File: src/hw/clkcfg_map.svh
// register offsets, field positions and power-up values of the clock configuration bytes
// assumes nothing; definitions only
`ifndef CLKCFG_MAP_SVH
`define CLKCFG_MAP_SVH
`define CC_OFS_FUNC 8'h00
`define CC_OFS_HOST 8'h01
`define CC_OFS_IO 8'h02
`define CC_OFS_MEM 8'h03
`define CC_OFS_GFX 8'h05
`define CC_RST_FUNC 8'h02
`define CC_RST_HOST 8'hFF
`define CC_RST_IO 8'hFF
`define CC_RST_MEM 8'hFF
`define CC_RST_GFX 4'hF
`define CC_BIT_SRC 3
`define CC_BIT_CODE_HI 2
`define CC_BIT_SPREAD 1
`define CC_BIT_TRI 0
`define CC_BIT_USB 7
// serial slave address, arbitrary value
`define CC_SLAVE_ADDR 7'h5A
`define CC_NOUT 21
`endif

File: src/hw/clkcfg_pkg.sv
// types shared by the clock configuration block
// assumes the map header is compiled alongside
package clkcfg_pkg;
  typedef enum logic [3:0] {
    S_IDLE = 4'b0000,
    S_ADDR = 4'b0001,
    S_AACK = 4'b0010,
    S_CMD = 4'b0011,
    S_CACK = 4'b0100,
    S_WDATA = 4'b0101,
    S_WACK = 4'b0110,
    S_RDATA = 4'b0111,
    S_RACK = 4'b1000
  } serial_state_t;
endpackage

File: src/hw/reg_port_if.sv
// byte register port between the serial slave and the register file
// assumes both ends run on the same clock
`timescale 1ns/1ps
interface reg_port_if;
  logic wr_stb;
  logic [7:0] idx;
  logic [7:0] wdata;
  logic [7:0] rdata;
  modport master (output wr_stb, output idx, output wdata, input rdata);
  modport regs (input wr_stb, input idx, input wdata, output rdata);
endinterface

File: src/hw/serial_cfg_slave.sv
// two-wire serial slave: address, command byte as start index, then data bytes
// assumes scl and sda come straight from pins; sda is open drain
`timescale 1ns/1ps
`include "clkcfg_map.svh"
module serial_cfg_slave
  import clkcfg_pkg::*;
(
  input wire logic i_clk,
  input wire logic i_rst_b,
  input wire logic i_scl,
  input wire logic i_sda,
  output logic o_sda,
  output logic o_sda_oe,
  reg_port_if.master regs
);
  logic [2:0] scl_s;
  logic [2:0] sda_s;
  logic scl_rise;
  logic scl_fall;
  logic start_seen;
  logic stop_seen;
  serial_state_t st;
  logic [3:0] bitn;
  logic [7:0] sh;
  logic [7:0] tx;
  logic [7:0] ptr;
  logic rw;
  logic nack;
  logic wr_stb;

  always_ff @(posedge i_clk) begin
    if (!i_rst_b) begin
      scl_s <= 3'b111;
      sda_s <= 3'b111;
    end else begin
      scl_s <= {scl_s[1:0], i_scl};
      sda_s <= {sda_s[1:0], i_sda};
    end
  end

  assign scl_rise = scl_s[1] & ~scl_s[2];
  assign scl_fall = ~scl_s[1] & scl_s[2];
  assign start_seen = scl_s[1] & scl_s[2] & ~sda_s[1] & sda_s[2];
  assign stop_seen = scl_s[1] & scl_s[2] & sda_s[1] & ~sda_s[2];
  assign o_sda = 1'b0;
  assign regs.wr_stb = wr_stb;
  assign regs.idx = ptr;
  assign regs.wdata = sh;

  always_ff @(posedge i_clk) begin
    if (!i_rst_b) begin
      st <= S_IDLE;
      bitn <= 4'h0;
      sh <= 8'h00;
      tx <= 8'h00;
      ptr <= 8'h00;
      rw <= 1'b0;
      nack <= 1'b0;
      wr_stb <= 1'b0;
      o_sda_oe <= 1'b0;
    end else begin
      wr_stb <= 1'b0;
      if (stop_seen) begin
        st <= S_IDLE;
        o_sda_oe <= 1'b0;
      end else if (start_seen) begin
        st <= S_ADDR;
        bitn <= 4'h0;
        o_sda_oe <= 1'b0;
      end else if (scl_rise) begin
        if (st == S_RACK) begin
          nack <= sda_s[1];
        end else if (st != S_IDLE) begin
          sh <= {sh[6:0], sda_s[1]};
          bitn <= bitn + 4'h1;
        end
      end else if (scl_fall) begin
        case (st)
          S_ADDR: begin
            if (bitn == 4'h8) begin
              if (sh[7:1] == `CC_SLAVE_ADDR) begin
                rw <= sh[0];
                o_sda_oe <= 1'b1;
                st <= S_AACK;
              end else begin
                st <= S_IDLE;
              end
            end
          end
          S_AACK: begin
            bitn <= 4'h0;
            if (rw) begin
              tx <= regs.rdata;
              o_sda_oe <= ~regs.rdata[7];
              st <= S_RDATA;
            end else begin
              o_sda_oe <= 1'b0;
              st <= S_CMD;
            end
          end
          S_CMD: begin
            if (bitn == 4'h8) begin
              ptr <= sh;
              o_sda_oe <= 1'b1;
              st <= S_CACK;
            end
          end
          S_WDATA: begin
            if (bitn == 4'h8) begin
              wr_stb <= 1'b1;
              o_sda_oe <= 1'b1;
              st <= S_WACK;
            end
          end
          S_CACK, S_WACK: begin
            if (st == S_WACK) begin
              ptr <= ptr + 8'h01;
            end
            o_sda_oe <= 1'b0;
            bitn <= 4'h0;
            st <= S_WDATA;
          end
          S_RDATA: begin
            if (bitn == 4'h8) begin
              o_sda_oe <= 1'b0;
              ptr <= ptr + 8'h01;
              st <= S_RACK;
            end else begin
              tx <= {tx[6:0], 1'b0};
              o_sda_oe <= ~tx[6];
            end
          end
          S_RACK: begin
            bitn <= 4'h0;
            if (nack) begin
              st <= S_IDLE;
            end else begin
              tx <= regs.rdata;
              o_sda_oe <= ~regs.rdata[7];
              st <= S_RDATA;
            end
          end
          default: st <= S_IDLE;
        endcase
      end
    end
  end

  // write strobe only after a full data byte
  chk_write_after_byte: assert property (@(posedge i_clk) disable iff (!i_rst_b)
    wr_stb |-> $past(st) == S_WDATA && $past(bitn) == 4'h8)
    else $error("write strobe without a full data byte");
endmodule

File: src/hw/clock_output_config_regs.sv
// configuration bytes, frequency source selection and output gating of the clock generator
// assumes clock sources are square waves on i_clk; select pins and serial pins are asynchronous
`timescale 1ns/1ps
`include "clkcfg_map.svh"
module clock_output_config_regs
  import clkcfg_pkg::*;
(
  input wire logic i_clk,
  input wire logic i_rst_b,
  input wire logic i_scl,
  input wire logic i_sda,
  output logic o_sda,
  output logic o_sda_oe,
  input wire logic [3:0] i_freq_pick,
  input wire logic i_host_src,
  input wire logic i_io_src,
  input wire logic i_memory_src,
  input wire logic i_crystal_src,
  input wire logic i_graphics_src,
  output logic [2:0] o_host_clock_out,
  output logic [4:0] o_io_bus_clock,
  output logic o_io_bus_clock_free,
  output logic [7:0] o_memory_clock,
  output logic [1:0] o_crystal_copy,
  output logic [1:0] o_graphics_clock,
  output logic o_outputs_oe,
  output logic [4:0] o_freq_code,
  output logic o_spread_en,
  output logic o_spread_center,
  output logic o_usb_rate_choice
);
  reg_port_if bus ();
  logic [7:0] func_sel;
  logic [7:0] host_en;
  logic [7:0] io_en;
  logic [7:0] mem_en;
  logic [3:0] gfx_en;
  logic [3:0] pick_s1;
  logic [3:0] pick_s2;
  logic [3:0] latched;
  logic captured;
  logic [`CC_NOUT-1:0] want_en;
  logic [`CC_NOUT-1:0] gate_en;
  logic [`CC_NOUT-1:0] src;
  logic [`CC_NOUT-1:0] outs;
  logic [`CC_NOUT-1:0] next_gate_en;
  logic [4:0] next_code;

  serial_cfg_slave u_serial (
    .i_clk(i_clk),
    .i_rst_b(i_rst_b),
    .i_scl(i_scl),
    .i_sda(i_sda),
    .o_sda(o_sda),
    .o_sda_oe(o_sda_oe),
    .regs(bus.master)
  );

  // register writes from the serial port
  always_ff @(posedge i_clk) begin
    if (!i_rst_b) begin
      func_sel <= `CC_RST_FUNC;
      host_en <= `CC_RST_HOST;
      io_en <= `CC_RST_IO;
      mem_en <= `CC_RST_MEM;
      gfx_en <= `CC_RST_GFX;
    end else if (bus.wr_stb) begin
      case (bus.idx)
        `CC_OFS_FUNC: func_sel <= bus.wdata;
        `CC_OFS_HOST: host_en <= bus.wdata;
        `CC_OFS_IO: io_en <= bus.wdata;
        `CC_OFS_MEM: mem_en <= bus.wdata;
        `CC_OFS_GFX: gfx_en <= bus.wdata[3:0];
        default: ;
      endcase
    end
  end

  // readback mux, inverted pins in upper nibble of byte 5
  always_comb begin
    case (bus.idx)
      `CC_OFS_FUNC: bus.rdata = func_sel;
      `CC_OFS_HOST: bus.rdata = host_en;
      `CC_OFS_IO: bus.rdata = io_en;
      `CC_OFS_MEM: bus.rdata = mem_en;
      `CC_OFS_GFX: bus.rdata = {latched, gfx_en};
      default: bus.rdata = 8'h00;
    endcase
  end

  // select pin synchroniser, runs through reset so the capture sees settled pins
  always_ff @(posedge i_clk) begin
    pick_s1 <= i_freq_pick;
    pick_s2 <= pick_s1;
  end

  // strap capture after release, stored inverted
  always_ff @(posedge i_clk) begin
    if (!i_rst_b) begin
      latched <= 4'h0;
      captured <= 1'b0;
    end else if (!captured) begin
      latched <= ~pick_s2;
      captured <= 1'b1;
    end
  end

  always_comb begin
    if (func_sel[`CC_BIT_SRC]) begin
      next_code = {func_sel[`CC_BIT_CODE_HI], func_sel[7:4]};
    end else begin
      next_code = {1'b0, ~latched};
    end
  end

  // down spread only for the listed low codes
  function automatic logic center_spread(input logic [4:0] code);
    case (code)
      5'h00, 5'h01, 5'h03, 5'h04, 5'h05, 5'h06, 5'h07, 5'h0C: center_spread = 1'b0;
      default: center_spread = 1'b1;
    endcase
  endfunction

  // frequency code, spread type and enable
  always_ff @(posedge i_clk) begin
    if (!i_rst_b) begin
      o_freq_code <= 5'h00;
      o_spread_en <= 1'b0;
      o_spread_center <= 1'b0;
      o_usb_rate_choice <= 1'b1;
      o_outputs_oe <= 1'b0;
    end else begin
      o_freq_code <= next_code;
      o_spread_center <= center_spread(next_code);
      o_spread_en <= func_sel[`CC_BIT_SPREAD];
      o_usb_rate_choice <= host_en[`CC_BIT_USB];
      o_outputs_oe <= ~func_sel[`CC_BIT_TRI];
    end
  end

  // host, io, memory, crystal and graphics enable map
  assign want_en = {gfx_en[1:0], gfx_en[2], gfx_en[3], mem_en, io_en[5:0], host_en[1], host_en[2], host_en[3]};
  assign src = {{2{i_graphics_src}}, {2{i_crystal_src}}, {8{i_memory_src}}, {6{i_io_src}}, {3{i_host_src}}};
  // enable follows only while source low
  assign next_gate_en = (~src & want_en) | (src & gate_en);

  // gated outputs, held low while disabled
  always_ff @(posedge i_clk) begin
    if (!i_rst_b) begin
      gate_en <= {`CC_NOUT{1'b1}};
      outs <= {`CC_NOUT{1'b0}};
    end else begin
      gate_en <= next_gate_en;
      outs <= src & gate_en;
    end
  end

  assign o_host_clock_out = outs[2:0];
  assign o_io_bus_clock_free = outs[3];
  assign o_io_bus_clock = outs[8:4];
  assign o_memory_clock = outs[16:9];
  assign o_crystal_copy = outs[18:17];
  assign o_graphics_clock = outs[20:19];

  chk_freq_from_pins: assert property (@(posedge i_clk) disable iff (!i_rst_b)
    !func_sel[`CC_BIT_SRC] && captured |=> o_freq_code == {1'b0, ~$past(latched)})
    else $error("hardware source not followed");
  chk_freq_from_reg: assert property (@(posedge i_clk) disable iff (!i_rst_b)
    func_sel[`CC_BIT_SRC] |=> o_freq_code == {$past(func_sel[2]), $past(func_sel[7:4])})
    else $error("register source not followed");
  chk_source_reset: assert property (@(posedge i_clk)
    $rose(i_rst_b) |-> !func_sel[`CC_BIT_SRC])
    else $error("source bit not cleared at reset");
  chk_code_reset: assert property (@(posedge i_clk)
    $rose(i_rst_b) |-> func_sel[7:4] == 4'h0 && !func_sel[2])
    else $error("register code not zero at reset");
  chk_spread_follow: assert property (@(posedge i_clk) disable iff (!i_rst_b)
    $rose(i_rst_b) ##2 1'b1 |-> o_spread_en == func_sel[`CC_BIT_SPREAD])
    else $error("spread enable wrong");
  chk_tristate_follow: assert property (@(posedge i_clk) disable iff (!i_rst_b)
    func_sel[`CC_BIT_TRI] ##1 func_sel[`CC_BIT_TRI] |-> !o_outputs_oe)
    else $error("outputs not tristated");
  chk_center_200: assert property (@(posedge i_clk) disable iff (!i_rst_b)
    next_code == 5'h12 |=> o_spread_center && o_freq_code == 5'h12)
    else $error("code 10010 not centre spread");
  chk_down_66: assert property (@(posedge i_clk) disable iff (!i_rst_b)
    next_code == 5'h0C |=> !o_spread_center)
    else $error("code 01100 not down spread");
  chk_enable_reset: assert property (@(posedge i_clk)
    $rose(i_rst_b) |-> host_en == 8'hFF && io_en == 8'hFF && mem_en == 8'hFF && gfx_en == 4'hF)
    else $error("enable defaults wrong");
  chk_disabled_low: assert property (@(posedge i_clk) disable iff (!i_rst_b)
    (~want_en & ~gate_en) != {`CC_NOUT{1'b0}} |=> (outs & ~$past(gate_en)) == {`CC_NOUT{1'b0}})
    else $error("disabled output toggled");
  chk_readback_inverse: assert property (@(posedge i_clk) disable iff (!i_rst_b)
    captured && $stable(captured) && bus.idx == `CC_OFS_GFX |-> bus.rdata[7:4] == latched)
    else $error("readback not stored form");
  chk_no_runt: assert property (@(posedge i_clk) disable iff (!i_rst_b)
    ((gate_en ^ $past(gate_en)) & $past(src)) == {`CC_NOUT{1'b0}})
    else $error("enable changed while output high");
  chk_host_write: assert property (@(posedge i_clk) disable iff (!i_rst_b)
    bus.wr_stb && bus.idx == `CC_OFS_HOST |=> host_en == $past(bus.wdata))
    else $error("host enable byte not written");

  cov_reg_source: cover property (@(posedge i_clk) disable iff (!i_rst_b) $rose(func_sel[`CC_BIT_SRC]));
  cov_tristate: cover property (@(posedge i_clk) disable iff (!i_rst_b) $fell(o_outputs_oe));
  cov_disable: cover property (@(posedge i_clk) disable iff (!i_rst_b) $fell(gate_en[9]));
  cov_readback: cover property (@(posedge i_clk) disable iff (!i_rst_b) bus.idx == `CC_OFS_GFX && o_sda_oe);
endmodule

File: config.mk
export PLATFORM = sky130hd
export DESIGN_NAME = clock_output_config_regs
export DESIGN_NICKNAME = d
export VERILOG_FILES = /design/src/hw/clkcfg_pkg.sv /design/src/hw/reg_port_if.sv /design/src/hw/serial_cfg_slave.sv /design/src/hw/clock_output_config_regs.sv
export VERILOG_INCLUDE_DIRS = /design/src /design/src/hw
export SDC_FILE = /design/constraint.sdc
export NUM_CORES = 1
export LEC_CHECK = 0
export ABC_AREA = 1
export BUFFER_PORTS_ARGS = -buffer_cell sky130_fd_sc_hd__buf_2
export CORE_MARGIN = 5
export CORE_UTILIZATION = 35
export CTS_CLUSTER_DIAMETER = 60
export DETAILED_ROUTE_END_ITERATION = 8
export GPL_TIMING_DRIVEN = 0
export PLACE_DENSITY = 0.57
export REMOVE_ABC_BUFFERS = 1
export SYNTH_ARGS = -nofsm -noshare
export SYNTH_HDL_FRONTEND = slang
export SYNTH_SLANG_ARGS = --single-unit
export TNS_END_PERCENT = 1
File: constraint.sdc
create_clock -name i_clk -period 1.45 [get_ports i_clk]
set_input_delay 0.29 -clock i_clk [delete_from_list [all_inputs] [get_ports i_clk]]
set_output_delay 0.29 -clock i_clk [all_outputs]
set_load 0.05 [all_outputs]
==> results of run 1 <==
## cell usage after synthesis, drive strengths merged
| library cell | instances | area (sq um) |
|---|---|---|
| nand4 | 6 | 43.8 |
| inv | 61 | 231 |
| or2 | 12 | 75.1 |
| dfxtp | 141 | 2820 |
| a31oi | 2 | 12.5 |
| a21oi | 54 | 270 |
| o211ai | 18 | 165 |
| clkinv | 2 | 8.75 |
| conb | 1 | 3.75 |
| and2 | 1 | 6.26 |
| nor2 | 80 | 402 |
| nand2 | 200 | 783 |
| o21ai | 40 | 204 |
| ha | 6 | 75.1 |
| nand3 | 69 | 350 |
| clkbuf | 16 | 60.1 |
| o221ai | 1 | 15.0 |
| nor4 | 1 | 6.26 |
| xor2 | 1 | 8.76 |
| a211oi | 1 | 7.51 |
| nor3 | 6 | 30.0 |
| o2111ai | 1 | 8.76 |
| buf | 8 | 75.1 |
| xnor2 | 1 | 8.76 |
## layer usage
metal  track usage  vias up  wire (um)
met5             0        -          0
met4        0.0593        0        278
met3        0.0402       20        619
met2         0.251      104       6410
met1         0.195     2199       6430
li1              -     2524          -
## power groups by stage
stage | combinational, mW | sequential, mW | clock [mW]
2_1_floorplan | 0.185 | 4.27 | 0
3_3_place_gp | 0.509 | 4.11 | 0
3_5_place_dp | 0.509 | 4.11 | 0
4_1_cts | 0.532 | 4.02 | 4.84
5_1_grt | 0.591 | 4.02 | 5.01
6_report | 0.540 | 4.01 | 4.75
## cell families after synthesis
logic type	Yosys count
adders and majority gates	6
buffers and inverters	87
DFF	141
and+or+nand+nor	375
AOI/OAI and AO/OA	117
other	1
xor gates and xnor gates	2
## cells in the final DEF (no fill, tap or decap), drive strengths merged
cell / synthesis / routed
nand2: 200 / 201
dfxtp: 141 / 141
nor2: 80 / 81
nand3: 69 / 70
inv: 61 / 67
buf: 8 / 66
a21oi: 54 / 54
o21ai: 40 / 40
clkbuf: 16 / 19
o211ai: 18 / 18
or2: 12 / 12
nand4: 6 / 6
nor3: 6 / 6
ha: 6 / 6
bufinv: 0 / 4
dlygate4sd3: 0 / 4
clkinvlp: 0 / 3
a31oi: 2 / 2
clkinv: 2 / 2
o221ai: 1 / 1
xnor2: 1 / 1
nor4: 1 / 1
xor2: 1 / 1
and2: 1 / 1
a211oi: 1 / 1
o2111ai: 1 / 1
conb: 1 / 1
## worst min path at each step
stage | from | to | slack, ns | cells past startpoint
detailed placement | pick_s1[1] | pick_s2[1] | 0.31 | 0
CTS | i_scl | u_serial.scl_s[0] | 0.03 | 2
global placement | pick_s1[3] | pick_s2[3] | 0.31 | 0
floorplan | pick_s1[0] | pick_s2[0] | 0.31 | 0
global route | i_scl | u_serial.scl_s[0] | 0.05 | 2
finish | i_scl | u_serial.scl_s[0] | 0.05 | 2
## stage by stage
step	TNS [ns]	hold slack, ns	instances	setup slack (ns)
2_1_floorplan	-0.230	0.310	705	-0.107
3_3_place_gp	-114.49	0.314	964	-2.19
3_5_place_dp	-87.09	0.314	964	-1.61
4_1_cts	-0.923	0.0320	1021	-0.0632
5_1_grt	-3.49	0.0477	1026	-0.148
6_report	-0.123	0.0501	1026	-0.0292
## worst max-delay path, delay by kind of cell, from the launching register on
kind,cells,cell delay (ns)
AND/OR/NAND/NOR,4,0.42
buffers and inverters,3,0.36
AO/OA/AOI/OAI,2,0.21
flip-flops,1,0.38
## timing repair
action                                 in CTS  in global routing
endpoints found under the hold margin       4                  0
hold buffers                                4                  0
setup buffers                              17                  5
pin swaps                                  18                 12
cloned                                      4                  0
resized for setup                          57                 59
setup endpoints to repair                  98                 64
## layout make-up
cell class,instances,area share
timing repair buffer,70,0.0622
multi-input combinational,504,0.380
tap,216,0.0373
clock buffer,19,0.0612
clock inverter,13,0.0282
inverter,63,0.0370
sequential,141,0.394
==> summary.md, run 1 <==
| Metric | Value |
|---|---|
| Root Buffer | clkbuf_16 |
| Crit Path Class | flop to flop |
| CTS tree | built |
| First-pass DRT Iterations | 5 |
| Crit Path Max Fanout | 7 |
| Worst EP arrival | roughly 1.8 ns |
| Setup crit start | u_serial.st[1] |
| Synth Area in Adders | 0.0132 |
| P_sw | 2.22 mW |
| Post-synthesis cell area | 5670 sq um |
| Delay of the slowest critical-path stage | between 0.3 and 0.4 ns |
| Final hold vios | 0 |
| Die height | between 100 and 150 um |
| Setup crit end | u_serial.regs.idx[5] |
| Sw Share | 0.238 |
| Fin crit share | 1.02 |
| Reg clk slew, reported paths | approximately 0.06 ns |
| CP endpoint kind | flop |
| Residual DRC | 0 |
| Internal Power | 7.09 mW |
| Fmax | 0.676 GHz |
| Synth Area in XOR/XNOR | 0.00309 |
| Starting Density | 0.357 |
| Worst path required time | between 1.5 and 2 ns |
| Largest net degree at the start of global routing | about 80 |
| Number of antenna violations at the first check in global routing | 0 |
| Skew final | 0.00771 ns |
| R2R Path Start | u_serial.st[1] |
| First-pass GRT wire length | 22800 um |
| Register area share after synthesis | 0.497 |
| Failing checks | setup timing |
| Leakage power total | ~3.2 nW |
| Die W | ~140 um |
| Sequential Power Share | 0.431 |
| Layout cells sized above 1 | 0.270 |
| Avg Inst Size Synth | 7.78 sq um |
| Maximum vdd drop | roughly 0.83 mV |
| Synth Instances | approximately 730 |
| Total power | a little over 9 mW |
| Min Tclk post-route | 1.48 ns |
| Num Clock Sinks | ~140 |
| Nets | just over 800 |
| Fillcell total | about 1600 |
| Ant diodes | 0 |
| Row count | 46 |
| Detailed Route Iter0 Violations | 361 |
| Area of the die | ~19000 sq um |
| # setup viols final | 10 |
| Layout area overhead | 27.6% |
| Register area | 2850 sq um |
| Synth warnings | 0 |
| Simple-gate share of the synthesized area | 0.299 |
| Core region area | roughly 16000 sq um |
| Vias in the first global route | 4624 |
| Slew Limit Fails | 0 |
| Avg WL per Cell | 13.4 um |
| Final Core Density | 0.456 |
| Worst setup margin | -0.0292 ns |
| Outcome | finished, violations left |
| IO Port Bufs | 43 |
| Max_slew headroom | 0.667 |
| R2r setup slk | -0.03 ns |
| Multi-input gate area | between 2000 and 3000 sq um |
| Vias per inst | 4.72 |
| Synth unique cells | 38 |
| Synth Register Bits | approximately 140 |
| Reg2Reg Depth | 9 |
| Largest family of logic cells by synthesized area | simple AND/OR/NAND/NOR gates |
| Finished Cell Area | 7240 sq um |
| H-tree depth | 4 |
| Cell repeated most along the worst path | nand3_4 |
| CTS Buf Count | 17 |
| Crit-path cells | nand2_1, inv_2, buf_4, nand3_4, nand3_4, inv_4, o21ai_1, a21oi_1, nor2_1 |
| Worst Setup Start Kind | flop |
| Via count | a little under 5000 |
| Clk_lat worst skew | roughly 0.42 ns |
| Total track usage | 0.154 |
| Critical path's slowest cell | dfxtp_4 |
| DRT antenna net count | 0 |
| Final WL | around 14000 um |
| Remaining Overflow, GRT | 0 |
| RePlAce Congestion | 0.890 |
| Clk pwr share | 0.511 |
| Power Dens Cells | about 1300 nW/um^2 |
| Mux share of post-synthesis cell area | 0 |
| Slew @ Worst Pin | roughly 0.50 ns |
| Comb pwr share | 0.058 |
| HP Class | input port to flop |
| R2r endpoint | u_serial.regs.idx[5] |
| Clock tree buffer depth | 2 |
| Ports | 45 |
| Area post-placement | about 6000 sq um |
| Post-DP HPWL | 8660 um |
| Compound-Gate Fraction of Synth Area | 0.120 |
| RSZ-0062 raised after global routing | yes |
| MaxCap Viol Count | 0 |
Note: power is estimated with default switching activity, not from simulation.
==> run 2, diff against run 1 <==
- CTS_BUF_LIST: unset -> sky130_fd_sc_hd__clkbuf_2 sky130_fd_sc_hd__clkbuf_4 sky130_fd_sc_hd__clkbuf_8
==> run 2 against run 1 <==
  * The flow still finishes with violations (setup timing)
  * Routed wire length up 0.61%
  * Sequential cell count unchanged
  * Sequential power about the same
  * Final cell count grew 0.78%
  * Register-to-register slack got worse by 0.05 ns
  * Via count is 0.19% lower
  * First-iteration DRC count decreased by 14%
  * Non-clock buffer count up 8
  * Count of clock-buffer cells in the layout is the same
  * Setup slack got worse by 0.049 ns
  * Cell area fell by 1.6%
  * Critical endpoint is now u_serial.tx[4]
==> summary.md, run 2 (same netlist as run 1, synthesis figures left out) <==
| Metric | Value |
|---|---|
| Root Buffer | clkbuf_8 |
| First-pass GRT wire length | about 23000 um |
| Row count | 46 |
| Fin crit share | 1.05 |
| Final hold vios | 0 |
| CP bufs+invs | 3 |
| Core region area | about 16000 sq um |
| Final WL | between 10000 and 15000 um |
| Area of the die | 18900 sq um |
| Avg WL per Cell | 13.4 um |
| Maximum vdd drop | 0.716 mV |
| Worst Setup Start Kind | flop |
| Via count | slightly below 5000 |
| MaxCap Viol Count | 0 |
| Reg2Reg Depth | 10 |
| Leading cell types in the layout, fill and taps excluded | nand2_1 (185), dfxtp_1 (127), nand3_1 (61), nor2_1 (56), a21oi_1 (50) |
| Crit Path Class | flop to flop |
| Worst setup margin | -0.0777 ns |
| Die height | 137 um |
| Detailed Route Iter0 Violations | about 310 |
| CTS Buf Count | 17 |
| H-tree depth | 4 |
| Slew Limit Fails | 0 |
| Num Clock Sinks | ~140 |
| Starting Density | 0.357 |
| Multi-input gate area | 2760 sq um |
| Clk_lat worst skew | around 0.45 ns |
| Finished Layout Cells | about 1000 |
| Leakage power total | ~3.2 nW |
| CTS tree | built |
| Remaining Overflow, GRT | 0 |
| Fillcell total | roughly 1600 |
| Largest net degree at the start of global routing | 81 |
| Fmax | around 0.65 GHz |
| Skew final | 0.0117 ns |
| Ports | 45 |
| Cell repeated most along the worst path | buf_4 |
| Setup TNS Final | -0.469 ns |
| R2r setup slk | -0.08 ns |
| Critical path depth | 10 |
| Layout cells sized above 1 | 0.279 |
| Delay of the slowest critical-path stage | 0.39 ns |
| Die W | 137 um |
| RSZ-0062 raised after global routing | yes |
| Layout area overhead | 25.6% |
| Setup crit end | u_serial.tx[4] |
| Post-DP HPWL | between 8000 and 9000 um |
| Nets | just over 800 |
| CP endpoint kind | flop |
| Crit-path cells | buf_4, ha_4, nand2_4, nor2_8, buf_4, buf_4, a21oi_2, nand2_1, nand3_1, a21oi_1 |
| Final Core Density | 0.449 |
| Register area | 2860 sq um |
| Failing checks | setup timing |
| Most common cell after layout, fill and taps aside | nand2_1 |
| Inst Count DP | approximately 960 |
| Crit Path Max Fanout | 6 |
| Vias in the first global route | between 4000 and 5000 |
| Max_slew headroom | 0.666 |
| Residual DRC | 0 |
| HP Class | input port to flop |
| Worst path required time | between 1.5 and 2 ns |
| DRT antenna net count | 0 |
| Hold slack | between 0.1 and 0.15 ns |
| Crit path max-delay family | buffers and inverters |
| Power Dens Cells | between 1000 and 1500 nW/um^2 |
| Ant diodes | 0 |
| R2R Path Start | u_serial.regs.idx[1] |
| RePlAce Congestion | 0.890 |
| Worst slack at placement | -1.61 ns |
| Worst EP arrival | between 1.5 and 2 ns |
| First-pass DRT Iterations | 5 |
| IO Port Bufs | 43 |
| # setup viols final | 21 |
| R2r endpoint | u_serial.tx[4] |
| Slew @ Worst Pin | about 0.5 ns |
| Setup crit start | u_serial.regs.idx[1] |
| Finished Cell Area | ~7000 sq um |
| Min Tclk post-route | roughly 1.5 ns |
| Vias per inst | around 4.7 |
| Total power | roughly 8 mW |
| Outcome | finished, violations left |
| Reg clk slew, reported paths | 0.08 ns |
| Area post-placement | 6020 sq um |
| Clock tree buffer depth | 2 |
| Number of antenna violations at the first check in global routing | 0 |
| Total track usage | 0.153 |
| Critical path's slowest cell | dfxtp_4 |
==> run 2: repair_timing <==
item	CTS	global route
setup endpoints to repair	98	61
setup buffers	22	6
endpoints found under the hold margin	6	0
resized for setup	61	54
gates cloned	4	0
hold buffers	6	0
pin swaps	19	17
==> run 2: worst min-delay path by stage <==
stage / from / end / slack [ns] / depth (start not counted)
finish: i_crystal_src / outs[18] / 0.11 / 3
global placement: pick_s1[3] / pick_s2[3] / 0.31 / 0
floorplan: pick_s1[0] / pick_s2[0] / 0.31 / 0
CTS: i_crystal_src / outs[18] / 0.09 / 3
global route: i_crystal_src / outs[18] / 0.09 / 3
detailed placement: pick_s1[1] / pick_s2[1] / 0.31 / 0
==> run 2: where the power goes <==
| group | total, mW | internal [mW] | switching (mW) | leakage (nW) |
|---|---|---|---|---|
| Clock | 3.62 | 1.99 | 1.63 | 0.227 |
| Combinational | 0.539 | 0.136 | 0.403 | 1.79 |
| Sequential | 4.01 | 3.97 | 0.0388 | 1.16 |
==> run 2: area by class of cell <==
class | instances | share of cell area
Clock buffer | 19 | 0.0358
Inverter | 63 | 0.0383
Sequential cell | 141 | 0.401
Timing Repair Buffer | 78 | 0.0716
Tap cell | 216 | 0.0379
Multi-Input combinational cell | 504 | 0.387
Clock inverter | 13 | 0.0286
==> run 2: worst reg2reg max path, stage by stage (launching register included) <==
cell and delay [ns]:
dfxtp_4 0.39, buf_4 0.12, ha_4 0.12, nand2_4 0.06, nor2_8 0.16, buf_4 0.17
buf_4 0.12, a21oi_2 0.04, nand2_1 0.08, nand3_1 0.07, a21oi_1 0.13
==> run 2: layer usage <==
layer	global-route usage	up-vias	share of wire
met5	0	-	0
met4	0.0510	0	0.015
met3	0.0424	13	0.048
met2	0.250	83	0.47
met1	0.195	2208	0.46
li1	-	2534	-
